--- config.mk ---
export PLATFORM = sky130hd
export DESIGN_NAME = notch_filter_clock_config
export DESIGN_NICKNAME = d
export VERILOG_FILES = /design/src/hw/notch_cfg_pkg.sv /design/src/hw/osc_divider.sv /design/src/hw/filter_sampler.sv /design/src/hw/notch_filter_clock_config.sv
export SDC_FILE = /design/constraint.sdc
export NUM_CORES = 1
export LEC_CHECK = 0
export BUFFER_PORTS_ARGS = -buffer_cell sky130_fd_sc_hd__buf_2
export CAP_MARGIN = 10
export CORE_MARGIN = 10
export CORE_UTILIZATION = 50
export DETAILED_ROUTE_END_ITERATION = 10
export PLACE_DENSITY_LB_ADDON = 0.08
export SYNTH_ARGS = -nofsm -noshare
export SYNTH_HDL_FRONTEND = slang
export SYNTH_SLANG_ARGS = --single-unit
--- constraint.sdc ---
create_clock -name clock_i -period 2.6 [get_ports clock_i]
set_input_delay 0.52 -clock clock_i [delete_from_list [all_inputs] [get_ports clock_i]]
set_output_delay 0.52 -clock clock_i [all_outputs]
set_load 0.02 [all_outputs]
--- src/hw/notch_cfg_pkg.sv ---
// Constants, codes and types shared by the notch filter clock and configuration logic.
//
// Contract
// - The divider divides the oscillator-side clock by 716, 596 or 2 for divide_factor_sel at positive rail, ground or negative rail.
// - With clock_source_sel at positive rail the oscillator and divider run and the divider output drives the filter clock pin.
// - With clock_source_sel at ground the oscillator and divider stop and the filter clock pin is a CMOS-level clock input.
// - With clock_source_sel at negative rail the oscillator and divider stop and the filter clock pin is a TTL-level clock input.
// - The filter clock to notch centre ratio is 33.33, 50 or 100 for sample_to_notch_pick at positive rail, ground or negative rail.
// - The running divider takes its input from the crystal oscillator or an external CMOS clock on osc_in_pin.
// - The notch width is 0.55, 0.26 or 0.127 of centre for notch_span_sel at positive rail, ground or negative rail.
// - The two-level attenuation_level picks one of two notch depths from negative rail and ground levels.
// - Width, depth and ratio act independently, giving eighteen distinct configurations.
// - The filter input is sampled once per filter clock cycle and the bandpass output changes at most once per cycle.
// - The clock delivered by the divider has a 50% duty cycle.
package notch_cfg_pkg;

   // Two-bit codes of a three-level programming input.
   localparam logic [1:0] LVL_GND     = 2'h0;
   localparam logic [1:0] LVL_POS     = 2'h1;
   localparam logic [1:0] LVL_NEG     = 2'h2;
   localparam logic [1:0] LVL_INVALID = 2'h3;

   // Index of a level when building the configuration number.
   localparam logic [4:0] IDX_POS = 5'h00;
   localparam logic [4:0] IDX_GND = 5'h01;
   localparam logic [4:0] IDX_NEG = 5'h02;
   localparam logic [4:0] WEIGHT_DEPTH = 5'h03;
   localparam logic [4:0] WEIGHT_RATIO = 5'h06;

   // Divider factors and the matching half periods in oscillator edges.
   localparam int         DIV_W        = 10;
   localparam logic [9:0] DIV_POS      = 10'h2CC;
   localparam logic [9:0] DIV_GND      = 10'h254;
   localparam logic [9:0] DIV_NEG      = 10'h002;
   localparam logic [9:0] HALF_POS     = DIV_POS >> 1;
   localparam logic [9:0] HALF_GND     = DIV_GND >> 1;
   localparam logic [9:0] HALF_NEG     = DIV_NEG >> 1;

   // Filter clock to notch centre ratio, in hundredths.
   localparam logic [13:0] RATIO_POS = 14'h0D05;
   localparam logic [13:0] RATIO_GND = 14'h1388;
   localparam logic [13:0] RATIO_NEG = 14'h2710;

   // Notch width relative to centre, in thousandths.
   localparam logic [9:0] WIDTH_POS = 10'h226;
   localparam logic [9:0] WIDTH_GND = 10'h104;
   localparam logic [9:0] WIDTH_NEG = 10'h07F;

   // Notch depth in dB.
   localparam logic [5:0] DEPTH_NEG = 6'h28;
   localparam logic [5:0] DEPTH_GND = 6'h1E;

   // Data path and measurement widths.
   localparam int          SAMPLE_W    = 12;
   localparam int          PERIOD_W    = 16;
   localparam logic [15:0] PERIOD_MAX  = 16'hFFFF;
   localparam logic [15:0] PERIOD_ZERO = 16'h0000;

   // Clock source mode, one-hot.
   typedef enum logic [2:0] {
      SRC_OSC  = 3'b001,
      SRC_CMOS = 3'b010,
      SRC_TTL  = 3'b100
   } clk_src_t;

endpackage : notch_cfg_pkg

--- src/hw/osc_divider.sv ---
// Divider that turns oscillator edges into a square filter clock.
`timescale 1ns/1ps
module osc_divider (
   // Clock and reset.
   input  wire logic       clock_i,
   input  wire logic       reset_i,
   // Control.
   input  wire logic       enable_i,
   input  wire logic       src_rise_i,
   input  wire logic [9:0] half_count_i,
   // Divided clock.
   output logic            div_clk_o
);

   logic [9:0] count_q;
   logic [9:0] count_d;
   logic       div_q;
   logic       div_d;

   // The output toggles every half period of oscillator edges, so high and low last alike.
   always_comb begin
      count_d = count_q;
      div_d   = div_q;
      if (!enable_i) begin
         count_d = 10'h000;
         div_d   = 1'b0;
      end else if (src_rise_i) begin
         if (count_q >= half_count_i - 10'h001) begin
            count_d = 10'h000;
            div_d   = ~div_q;
         end else begin
            count_d = count_q + 10'h001;
         end
      end
   end

   always_ff @(posedge clock_i) begin
      if (reset_i) begin
         count_q <= 10'h000;
         div_q   <= 1'b0;
      end else begin
         count_q <= count_d;
         div_q   <= div_d;
      end
   end

   assign div_clk_o = div_q;

endmodule : osc_divider

--- src/hw/filter_sampler.sv ---
// Sample stage that takes one input sample per filter clock cycle.
`timescale 1ns/1ps
module filter_sampler (
   // Clock and reset.
   input  wire logic        clock_i,
   input  wire logic        reset_i,
   // Sampling strobe and data.
   input  wire logic        filt_rise_i,
   input  wire logic [11:0] sample_in_i,
   // Results.
   output logic [11:0]      sample_o,
   output logic [11:0]      bandpass_o,
   output logic             strobe_o
);

   logic [11:0] sample_q;
   logic [11:0] sample_d;
   logic [11:0] band_q;
   logic [11:0] band_d;
   logic        strobe_q;
   logic        strobe_d;

   // The held sample moves into the output stage only on a filter clock edge.
   always_comb begin
      sample_d = sample_q;
      band_d   = band_q;
      strobe_d = 1'b0;
      if (filt_rise_i) begin
         sample_d = sample_in_i;
         band_d   = sample_q;
         strobe_d = 1'b1;
      end
   end

   always_ff @(posedge clock_i) begin
      if (reset_i) begin
         sample_q <= 12'h000;
         band_q   <= 12'h000;
         strobe_q <= 1'b0;
      end else begin
         sample_q <= sample_d;
         band_q   <= band_d;
         strobe_q <= strobe_d;
      end
   end

   assign sample_o   = sample_q;
   assign bandpass_o = band_q;
   assign strobe_o   = strobe_q;

endmodule : filter_sampler

--- src/hw/notch_filter_clock_config.sv ---
// Top of the notch filter clock source, divider and programming logic.
`timescale 1ns/1ps
module notch_filter_clock_config (
   // Clock and reset.
   input  wire logic        clock_i,
   input  wire logic        reset_i,
   // Programming inputs, two-bit three-level codes.
   input  wire logic [1:0]  divide_factor_sel_i,
   input  wire logic [1:0]  clock_source_sel_i,
   input  wire logic [1:0]  sample_to_notch_pick_i,
   input  wire logic [1:0]  notch_span_sel_i,
   input  wire logic [1:0]  attenuation_level_i,
   // Oscillator pins.
   input  wire logic        osc_in_pin_i,
   output logic             osc_out_pin_o,
   output logic             osc_out_pin_oe_o,
   // Filter clock pin.
   input  wire logic        filt_clk_pin_i,
   output logic             filt_clk_pin_o,
   output logic             filt_clk_pin_oe_o,
   // Clock source status.
   output logic             osc_enable_o,
   output logic             ttl_thresh_o,
   output logic             code_invalid_o,
   // Filter data path.
   input  wire logic [11:0] filter_in_i,
   output logic [11:0]      filter_sample_o,
   output logic [11:0]      bandpass_o,
   output logic             sample_strobe_o,
   // Decoded configuration.
   output logic [9:0]       divide_factor_o,
   output logic [13:0]      ratio_x100_o,
   output logic [9:0]       width_permille_o,
   output logic [5:0]       depth_db_o,
   output logic [4:0]       config_index_o,
   output logic [15:0]      filt_clk_period_o
);

   // Programming codes, held in flip-flops.
   logic [1:0] div_sel_q;
   logic [1:0] src_sel_q;
   logic [1:0] ratio_sel_q;
   logic [1:0] span_sel_q;
   logic [1:0] atten_sel_q;
   logic [1:0] div_sel_d;
   logic [1:0] src_sel_d;
   logic [1:0] ratio_sel_d;
   logic [1:0] span_sel_d;
   logic [1:0] atten_sel_d;
   logic       invalid_d;
   logic       invalid_q;

   // Maps the unused fourth code to ground.
   function automatic logic [1:0] fold_code(input logic [1:0] code);
      fold_code = (code == notch_cfg_pkg::LVL_INVALID) ? notch_cfg_pkg::LVL_GND : code;
   endfunction : fold_code

   function automatic logic [4:0] level_index(input logic [1:0] code);
      case (code)
         notch_cfg_pkg::LVL_POS: level_index = notch_cfg_pkg::IDX_POS;
         notch_cfg_pkg::LVL_NEG: level_index = notch_cfg_pkg::IDX_NEG;
         default:                level_index = notch_cfg_pkg::IDX_GND;
      endcase
   endfunction : level_index

   always_comb begin
      div_sel_d   = fold_code(divide_factor_sel_i);
      src_sel_d   = fold_code(clock_source_sel_i);
      ratio_sel_d = fold_code(sample_to_notch_pick_i);
      span_sel_d  = fold_code(notch_span_sel_i);
      // Two-level input: only the negative rail differs from ground.
      atten_sel_d = (attenuation_level_i == notch_cfg_pkg::LVL_NEG) ? notch_cfg_pkg::LVL_NEG
                                                                     : notch_cfg_pkg::LVL_GND;
      invalid_d   = (divide_factor_sel_i == notch_cfg_pkg::LVL_INVALID)
                  | (clock_source_sel_i == notch_cfg_pkg::LVL_INVALID)
                  | (sample_to_notch_pick_i == notch_cfg_pkg::LVL_INVALID)
                  | (notch_span_sel_i == notch_cfg_pkg::LVL_INVALID)
                  | (attenuation_level_i == notch_cfg_pkg::LVL_INVALID)
                  | (attenuation_level_i == notch_cfg_pkg::LVL_POS);
   end

   always_ff @(posedge clock_i) begin
      if (reset_i) begin
         div_sel_q   <= notch_cfg_pkg::LVL_GND;
         src_sel_q   <= notch_cfg_pkg::LVL_GND;
         ratio_sel_q <= notch_cfg_pkg::LVL_GND;
         span_sel_q  <= notch_cfg_pkg::LVL_GND;
         atten_sel_q <= notch_cfg_pkg::LVL_GND;
         invalid_q   <= 1'b0;
      end else begin
         div_sel_q   <= div_sel_d;
         src_sel_q   <= src_sel_d;
         ratio_sel_q <= ratio_sel_d;
         span_sel_q  <= span_sel_d;
         atten_sel_q <= atten_sel_d;
         invalid_q   <= invalid_d;
      end
   end

   // Clock source mode.
   notch_cfg_pkg::clk_src_t mode_q;
   notch_cfg_pkg::clk_src_t mode_d;

   always_comb begin
      case (src_sel_q)
         notch_cfg_pkg::LVL_POS: mode_d = notch_cfg_pkg::SRC_OSC;
         notch_cfg_pkg::LVL_NEG: mode_d = notch_cfg_pkg::SRC_TTL;
         default:                mode_d = notch_cfg_pkg::SRC_CMOS;
      endcase
   end

   always_ff @(posedge clock_i) begin
      if (reset_i) begin
         mode_q <= notch_cfg_pkg::SRC_CMOS;
      end else begin
         mode_q <= mode_d;
      end
   end

   logic osc_on;
   logic ttl_on;

   always_comb begin
      osc_on = 1'b0;
      ttl_on = 1'b0;
      case (mode_q)
         notch_cfg_pkg::SRC_OSC:  osc_on = 1'b1;
         notch_cfg_pkg::SRC_CMOS: osc_on = 1'b0;
         notch_cfg_pkg::SRC_TTL:  ttl_on = 1'b1;
         default:                 osc_on = 1'b0;
      endcase
   end

   // Oscillator input edge detection and inverting drive of the output pin.
   logic osc_prev_q;
   logic osc_prev_d;
   logic osc_drv_q;
   logic osc_drv_d;
   logic osc_rise;

   always_comb begin
      osc_prev_d = osc_on ? osc_in_pin_i : 1'b0;
      osc_drv_d  = osc_on ? ~osc_in_pin_i : 1'b0;
   end

   always_ff @(posedge clock_i) begin
      if (reset_i) begin
         osc_prev_q <= 1'b0;
         osc_drv_q  <= 1'b0;
      end else begin
         osc_prev_q <= osc_prev_d;
         osc_drv_q  <= osc_drv_d;
      end
   end

   assign osc_rise = osc_on & osc_in_pin_i & ~osc_prev_q;

   // Half period of the selected division factor.
   logic [9:0] half_count;
   logic [9:0] factor_d;

   always_comb begin
      case (div_sel_q)
         notch_cfg_pkg::LVL_POS: begin
            half_count = notch_cfg_pkg::HALF_POS;
            factor_d   = notch_cfg_pkg::DIV_POS;
         end
         notch_cfg_pkg::LVL_NEG: begin
            half_count = notch_cfg_pkg::HALF_NEG;
            factor_d   = notch_cfg_pkg::DIV_NEG;
         end
         default: begin
            half_count = notch_cfg_pkg::HALF_GND;
            factor_d   = notch_cfg_pkg::DIV_GND;
         end
      endcase
   end

   logic div_clk;

   osc_divider u_divider (
      .clock_i      (clock_i),
      .reset_i      (reset_i),
      .enable_i     (osc_on),
      .src_rise_i   (osc_rise),
      .half_count_i (half_count),
      .div_clk_o    (div_clk)
   );

   // Filter clock: the divider output in oscillator mode, otherwise the pin.
   logic filt_clk;
   logic filt_prev_q;
   logic filt_prev_d;
   logic filt_rise;

   assign filt_clk    = osc_on ? div_clk : filt_clk_pin_i;
   assign filt_prev_d = filt_clk;
   assign filt_rise   = filt_clk & ~filt_prev_q;

   always_ff @(posedge clock_i) begin
      if (reset_i) begin
         filt_prev_q <= 1'b0;
      end else begin
         filt_prev_q <= filt_prev_d;
      end
   end

   filter_sampler u_sampler (
      .clock_i     (clock_i),
      .reset_i     (reset_i),
      .filt_rise_i (filt_rise),
      .sample_in_i (filter_in_i),
      .sample_o    (filter_sample_o),
      .bandpass_o  (bandpass_o),
      .strobe_o    (sample_strobe_o)
   );

   // Period of the filter clock, in system clock cycles, saturating.
   logic [15:0] period_cnt_q;
   logic [15:0] period_cnt_d;
   logic [15:0] period_q;
   logic [15:0] period_d;

   always_comb begin
      period_cnt_d = period_cnt_q;
      period_d     = period_q;
      if (filt_rise) begin
         period_d     = period_cnt_q;
         period_cnt_d = 16'h0001;
      end else if (period_cnt_q != notch_cfg_pkg::PERIOD_MAX) begin
         period_cnt_d = period_cnt_q + 16'h0001;
      end
   end

   always_ff @(posedge clock_i) begin
      if (reset_i) begin
         period_cnt_q <= notch_cfg_pkg::PERIOD_ZERO;
         period_q     <= notch_cfg_pkg::PERIOD_ZERO;
      end else begin
         period_cnt_q <= period_cnt_d;
         period_q     <= period_d;
      end
   end

   // Decoded filter settings, each from its own input alone; the configuration index from the ratio, depth and width inputs together.
   logic [13:0] ratio_d;
   logic [9:0]  width_d;
   logic [5:0]  depth_d;
   logic [4:0]  index_d;
   logic [13:0] ratio_q;
   logic [9:0]  width_q;
   logic [5:0]  depth_q;
   logic [4:0]  index_q;
   logic [9:0]  factor_q;

   always_comb begin
      case (ratio_sel_q)
         notch_cfg_pkg::LVL_POS: ratio_d = notch_cfg_pkg::RATIO_POS;
         notch_cfg_pkg::LVL_NEG: ratio_d = notch_cfg_pkg::RATIO_NEG;
         default:                ratio_d = notch_cfg_pkg::RATIO_GND;
      endcase
      case (span_sel_q)
         notch_cfg_pkg::LVL_POS: width_d = notch_cfg_pkg::WIDTH_POS;
         notch_cfg_pkg::LVL_NEG: width_d = notch_cfg_pkg::WIDTH_NEG;
         default:                width_d = notch_cfg_pkg::WIDTH_GND;
      endcase
      depth_d = (atten_sel_q == notch_cfg_pkg::LVL_NEG) ? notch_cfg_pkg::DEPTH_NEG
                                                       : notch_cfg_pkg::DEPTH_GND;
      index_d = 5'(level_index(ratio_sel_q) * notch_cfg_pkg::WEIGHT_RATIO)
              + 5'(level_index(atten_sel_q) * notch_cfg_pkg::WEIGHT_DEPTH)
              + level_index(span_sel_q);
   end

   always_ff @(posedge clock_i) begin
      if (reset_i) begin
         ratio_q  <= notch_cfg_pkg::RATIO_GND;
         width_q  <= notch_cfg_pkg::WIDTH_GND;
         depth_q  <= notch_cfg_pkg::DEPTH_GND;
         index_q  <= 5'h00;
         factor_q <= notch_cfg_pkg::DIV_GND;
      end else begin
         ratio_q  <= ratio_d;
         width_q  <= width_d;
         depth_q  <= depth_d;
         index_q  <= index_d;
         factor_q <= factor_d;
      end
   end

   // Pin drive: the filter clock pin is driven only in oscillator mode.
   // The oscillator output pin floats when the oscillator is off.
   assign filt_clk_pin_o    = osc_on ? div_clk : 1'b0;
   assign filt_clk_pin_oe_o = osc_on;
   assign osc_out_pin_o     = osc_drv_q;
   assign osc_out_pin_oe_o  = osc_on;
   assign osc_enable_o      = osc_on;
   assign ttl_thresh_o      = ttl_on;
   assign code_invalid_o    = invalid_q;
   assign divide_factor_o   = factor_q;
   assign ratio_x100_o      = ratio_q;
   assign width_permille_o  = width_q;
   assign depth_db_o        = depth_q;
   assign config_index_o    = index_q;
   assign filt_clk_period_o = period_q;

endmodule : notch_filter_clock_config

-- Yosys cells after proc, flatten, opt, wreduce, memory -nomap -nowiden
Cells that the tools add are included.
- $lt $le $gt $ge: 1
- $add $sub $neg: 5
- bitwise gates (word level): 13
- multipliers: 2
- reduce and logical (&&, ||, !) cells: 8
- multiplexer cells: 18
- eq/ne operators: 20
- operators with widths (operator ; count):
    10-bit one-hot mux with 2 select lines ; 2
    14-bit one-hot mux with 2 select lines ; 1
    2-bit equality test, second input constant ; 11
    9-bit one-hot mux with 2 select lines ; 1
    16-bit by 1-bit adder with 16-bit output, second input constant ; 1
    16-bit != test, second input constant ; 1
    2-bit by 1-bit equality test with 1-bit output, second input constant ; 6
    2-bit one-hot mux with 2 select lines ; 3
    2-bit OR reduction ; 6
    10-bit by 1-bit adder with 10-bit output, second input constant ; 1
    5-bit adder ; 2
    10-bit greater-or-equal comparator ; 1
    10-bit two-way mux ; 1
    9-bit by 1-bit subtractor with 10-bit output, second input constant ; 1
    1-bit two-way mux ; 7
    6-bit two-way mux ; 1
    3-bit one-hot mux with 2 select lines ; 1
    5-bit by 2-bit multiplier with 4-bit output, second input constant ; 1
    5-bit by 2-bit multiplier with 5-bit output, second input constant ; 1
    1-bit NOT ; 5
    1-bit OR ; 5
    1-bit bitwise AND ; 3
    3-bit by 1-bit equality test with 1-bit output, second input constant ; 1
    3-bit equality test, second input constant ; 1
    other kinds (3) ; 3
- input port bits: 26
- register bits after elaboration: 130
- output and inout port bits: 93

-- Longest topological paths before layout
- word-level depth: 6
- mapped depth: 10
- depth with buffers taken out: 9

-- Modules after synthesis
From an unflattened synthesis, not the netlist that was laid out.
- cells, all modules: 508
- area, all modules: 4780.8 um2
- by module, submodules not included (module ; area each (um2) ; sequential area each (um2) ; cells each ; instances):
    notch_filter_clock_config ; 3021.6 ; 1361.3 ; 327 ; 1
    filter_sampler ; 902.1 ; 500.5 ; 80 ; 1
    osc_divider ; 857.1 ; 220.2 ; 101 ; 1

-- Least setup slack after synthesis
No wires, ideal clock.
- path kind: reg-to-reg
- from: register div_sel_q[0]
- to: register u_divider.div_q (netlist: u_divider.div_clk_o)
- required time: 2.528 ns
- setup time: 0.072 ns
- path slack: 0.543 ns
- cell stages (with the launch flop): 10
- buffers on the path: 1
- data arrival time: 1.986 ns
- period minus slack after synthesis: 2.057 ns
- cells stage by stage: dfxtp_1 inv_1 ha_1 inv_1 ha_1 a41oi_1 or3_1 clkbuf_1 a21oi_2 mux2i_1
- longest elaborated chain between the ends: 5
- RTL lines (element ; RTL line ; RTL):
    start: declaration ; notch_filter_clock_config.sv:40 ; logic [1:0] div_sel_q;
    start signal: assignment ; notch_filter_clock_config.sv:84 ; div_sel_q <= notch_cfg_pkg::LVL_GND;
    start signal: assignment ; notch_filter_clock_config.sv:91 ; div_sel_q <= div_sel_d;
    2-bit equality test / 2-bit by 1-bit equality test with 1-bit output (equally long branches) ; notch_filter_clock_config.sv:163 ; case (div_sel_q)
    9-bit one-hot mux with 2 select lines (*) ; notch_filter_clock_config.sv:163 ;
    9-bit by 1-bit subtractor with 10-bit output (*) ; osc_divider.sv:28 ; if (count_q >= half_count_i - 10'h001) begin
    10-bit greater-or-equal comparator (*) ; osc_divider.sv:28 ;
    2-bit AND reduction (no source line) (*) ; - ;
    end signal: assignment ; osc_divider.sv:43 ; div_q <= div_d;
    end: declaration ; osc_divider.sv:17 ; logic div_q;
Every way passes the cells marked *; elsewhere a longest branch is shown, timed or not.
A chain may end at the register's enable or synchronous reset.

-- Worst setup path in the final report
Same ends and word-level chain as after synthesis.

==> results.yml <==
placement:
  place_congestion: 0.850
  port_buffers: 107
  dp_hpwl_um: 7290
  dp.cells: 691
  post-place-ws_ps: 345
  place_area_um2: 4910
sta:
  max_freq_mhz: 433
  finalSetupViolations: 0
  finalMaxSlewViolations: 0
  relSlewSlack_pct: 52.9
  worst_clock_skew_ps: 13.7
  setup_slack_ps: 290
  period_minus_slack_ps: 2310
  finalSetupTns_ps: 0
  worst_slew_pin_slew_ps: 707
  finalHoldViolations: 0
  period_share_pct: 88.9
  whs_ps: 346
  rsz0062_at_grt: "false"
yosys:
  synth_ff_type: "dfxtp_1"
  synth_edf_count: 0
  synthTopCellsByArea: "dfxtp_1, nand2_1, ha_1, a21oi_1, buf_4"
  synth_top_area_share_pct: 46.8
  synth_cell_types: 42
  synthCells: 507
  yosys.area.top_type: "dfxtp_1"
  async_reset_ff_share_pct: 0
  synthTopCellsByCount: "dfxtp_1, nand2_1, a21oi_1, nor2_1, ha_1"
  syn-cell-area_um2: 4450
  synth.avg_cell_area_um2: 8.78
  synth-seq-cells: 104
  yosys_warnings: 0
  ys_seq_area_share_pct: 46.8
  synth.most_common_cell: "dfxtp_1"
power:
  p_per_area_nw_per_um2: 583
  power.leakage_nw: 2.19
  ir_worst_vdd_uv: 340
  power_mw: 2.98
clock_tree:
  cts_hold_buf: 0
  clockRootBuffer: "clkbuf_8"
  post-cts-setup-buffers: 0
  cts_buffer_depth: 2
  clk_pin_slew_ps: 100
  htree_num_levels: 3
  cts_buffers: 9
  clkSinkCount: 104
  cts_resized: 0
  clock_latency_ps: 360
  cts_tree: "built"
floorplan:
  coreArea_um2: 8680
  core.rowCount: 34
  io_pins: 119
  die_h_um: 114
  floorplan.die_area_um2: 13100
  start_util_pct: 51.3
  die_w_um: 114
drt:
  routed_wl_um: 9790
  ant_nets: 0
  wl_per_cell_um: 13.8
  route.detailed.drc: 0
  vias: 3542
  drt_iter0_markers: 139
  first_pass_iters: 5
  viasPerCell: 5.01
finish:
  finish.instance_area_um2: 5110
  layout-drive-gt1-share_pct: 23.0
  fin_cells: 707
  ff_latch_area_um2: 2080
  fill_cells: 808
  antenna_cells: 0
  final_nets: 650
  syn_to_final_growth_pct: 15.0
  final_util_pct: 58.9
  multi_input_area_um2: 2020
min_path:
  min_path_type: "in2reg"
  hold_depth: 2
  holdPathEnd: "atten_sel_q[1]"
  worstHoldStart: "attenuation_level_i[0]"
critical_path:
  endpoint_kind: "register"
  r2r-end: "u_divider.div_clk_o"
  cp.required_ps: 2890
  worstSetupStartpointType: "register"
  arrival_ps: 2600
  ff2ff_setup_slack_ps: 290
  cp_max_fo: 7
  r2r_cells: 9
  crit_type: "reg2reg"
  worst_r2r_startpoint: "div_sel_q[0]"
outcome:
  outcome: "completed"
grt:
  grt_pass1_vias: 3332
  grt_pass1_wl_um: 15900
  overflow: 0
  grt_max_degree: 71
  grtUsageTotal_pct: 14.8
  antenna_found_initial: 0
job:
  cap_violations: 0
[critical path: stages, from the launching register on]
cell	delay [ps]
dfxtp_1	350
inv_1	70
ha_1	280
inv_1	70
ha_1	300
nand3_1	100
a211oi_1	390
a2111oi_4	130
a21oi_2	360
mux2i_1	220
[worst max path at each step]
| stage | cells past startpoint | endpoint | startpoint | slack [ps] |
|---|---|---|---|---|
| floorplan | 9 | u_divider.div_clk_o | div_sel_q[0] | 540 |
| global placement | 8 | u_divider.div_clk_o | div_sel_q[0] | 430 |
| detailed placement | 7 | u_divider.div_clk_o | div_sel_q[0] | 340 |
| CTS | 8 | u_divider.div_clk_o | div_sel_q[0] | 300 |
| global route | 8 | u_divider.div_clk_o | div_sel_q[0] | 160 |
| finish | 9 | u_divider.div_clk_o | div_sel_q[0] | 290 |
[where the power goes]
| group | switching (mW) | internal, mW |
|---|---|---|
| Combinational | 0.198 | 0.101 |
| Sequential | 0.0246 | 1.64 |
| Clock | 0.542 | 0.476 |
[final cells by class]
cell class                 count  area share [%]
tap                          108            2.64
timing repair buffer         112            11.2
sequential                   104            40.7
clock inverter                 6            1.30
inverter                      26            1.91
multi-input combinational    341            39.6
clock buffer                  10            2.69
[flip-flops by register name (all words and copies together), names as in the netlist, 3 cells and up]
signal,flops
mode_q,3
divide_factor_o,4
filt_clk_period_o,16
u_sampler.sample_o,12
u_divider.count_q,10
u_sampler.bandpass_o,12
config_index_o,5
period_cnt_q,16
ratio_x100_o,5
width_permille_o,4
[logic make-up (layout without fill, tap and decap cells)]
| logic type | Yosys count | count (layout) | synth area share, % |
|---|---|---|---|
| flops | 104 | 104 | 46.8 |
| xor+xnor | 18 | 18 | 3.54 |
| other cells | 2 | 14 | 0.169 |
| compound gates | 73 | 73 | 9.59 |
| simple gates | 203 | 203 | 21.5 |
| fa+ha+maj | 30 | 30 | 8.77 |
| buf+inv | 74 | 154 | 8.80 |
| mux | 3 | 3 | 0.787 |
[per-layer routing]
metal	part of all wire, %	wire length, um	track usage, %
met1	42	4070	16.3
met2	49	4840	25.2
met3	8.5	835	6.76
met4	0.49	48	3.51
met5	0	0	0
[cell usage in the layout, fill, tap and decap left out, drive strengths merged, types with 4 or more instances in the layout]
master,netlist,layout
inv,26,27
clkbuf,16,10
conb,2,14
xnor2,16,16
nor2b,9,9
ha,28,28
clkinv,0,4
nor2,30,30
and3,6,6
nor3,17,17
or2,4,4
nand2,97,97
buf,32,112
nor4,4,4
nand4,4,4
nand3,14,14
a211oi,6,6
dfxtp,104,104
a21oi,55,55
nor3b,12,12
(Power assumes the default switching activity.)
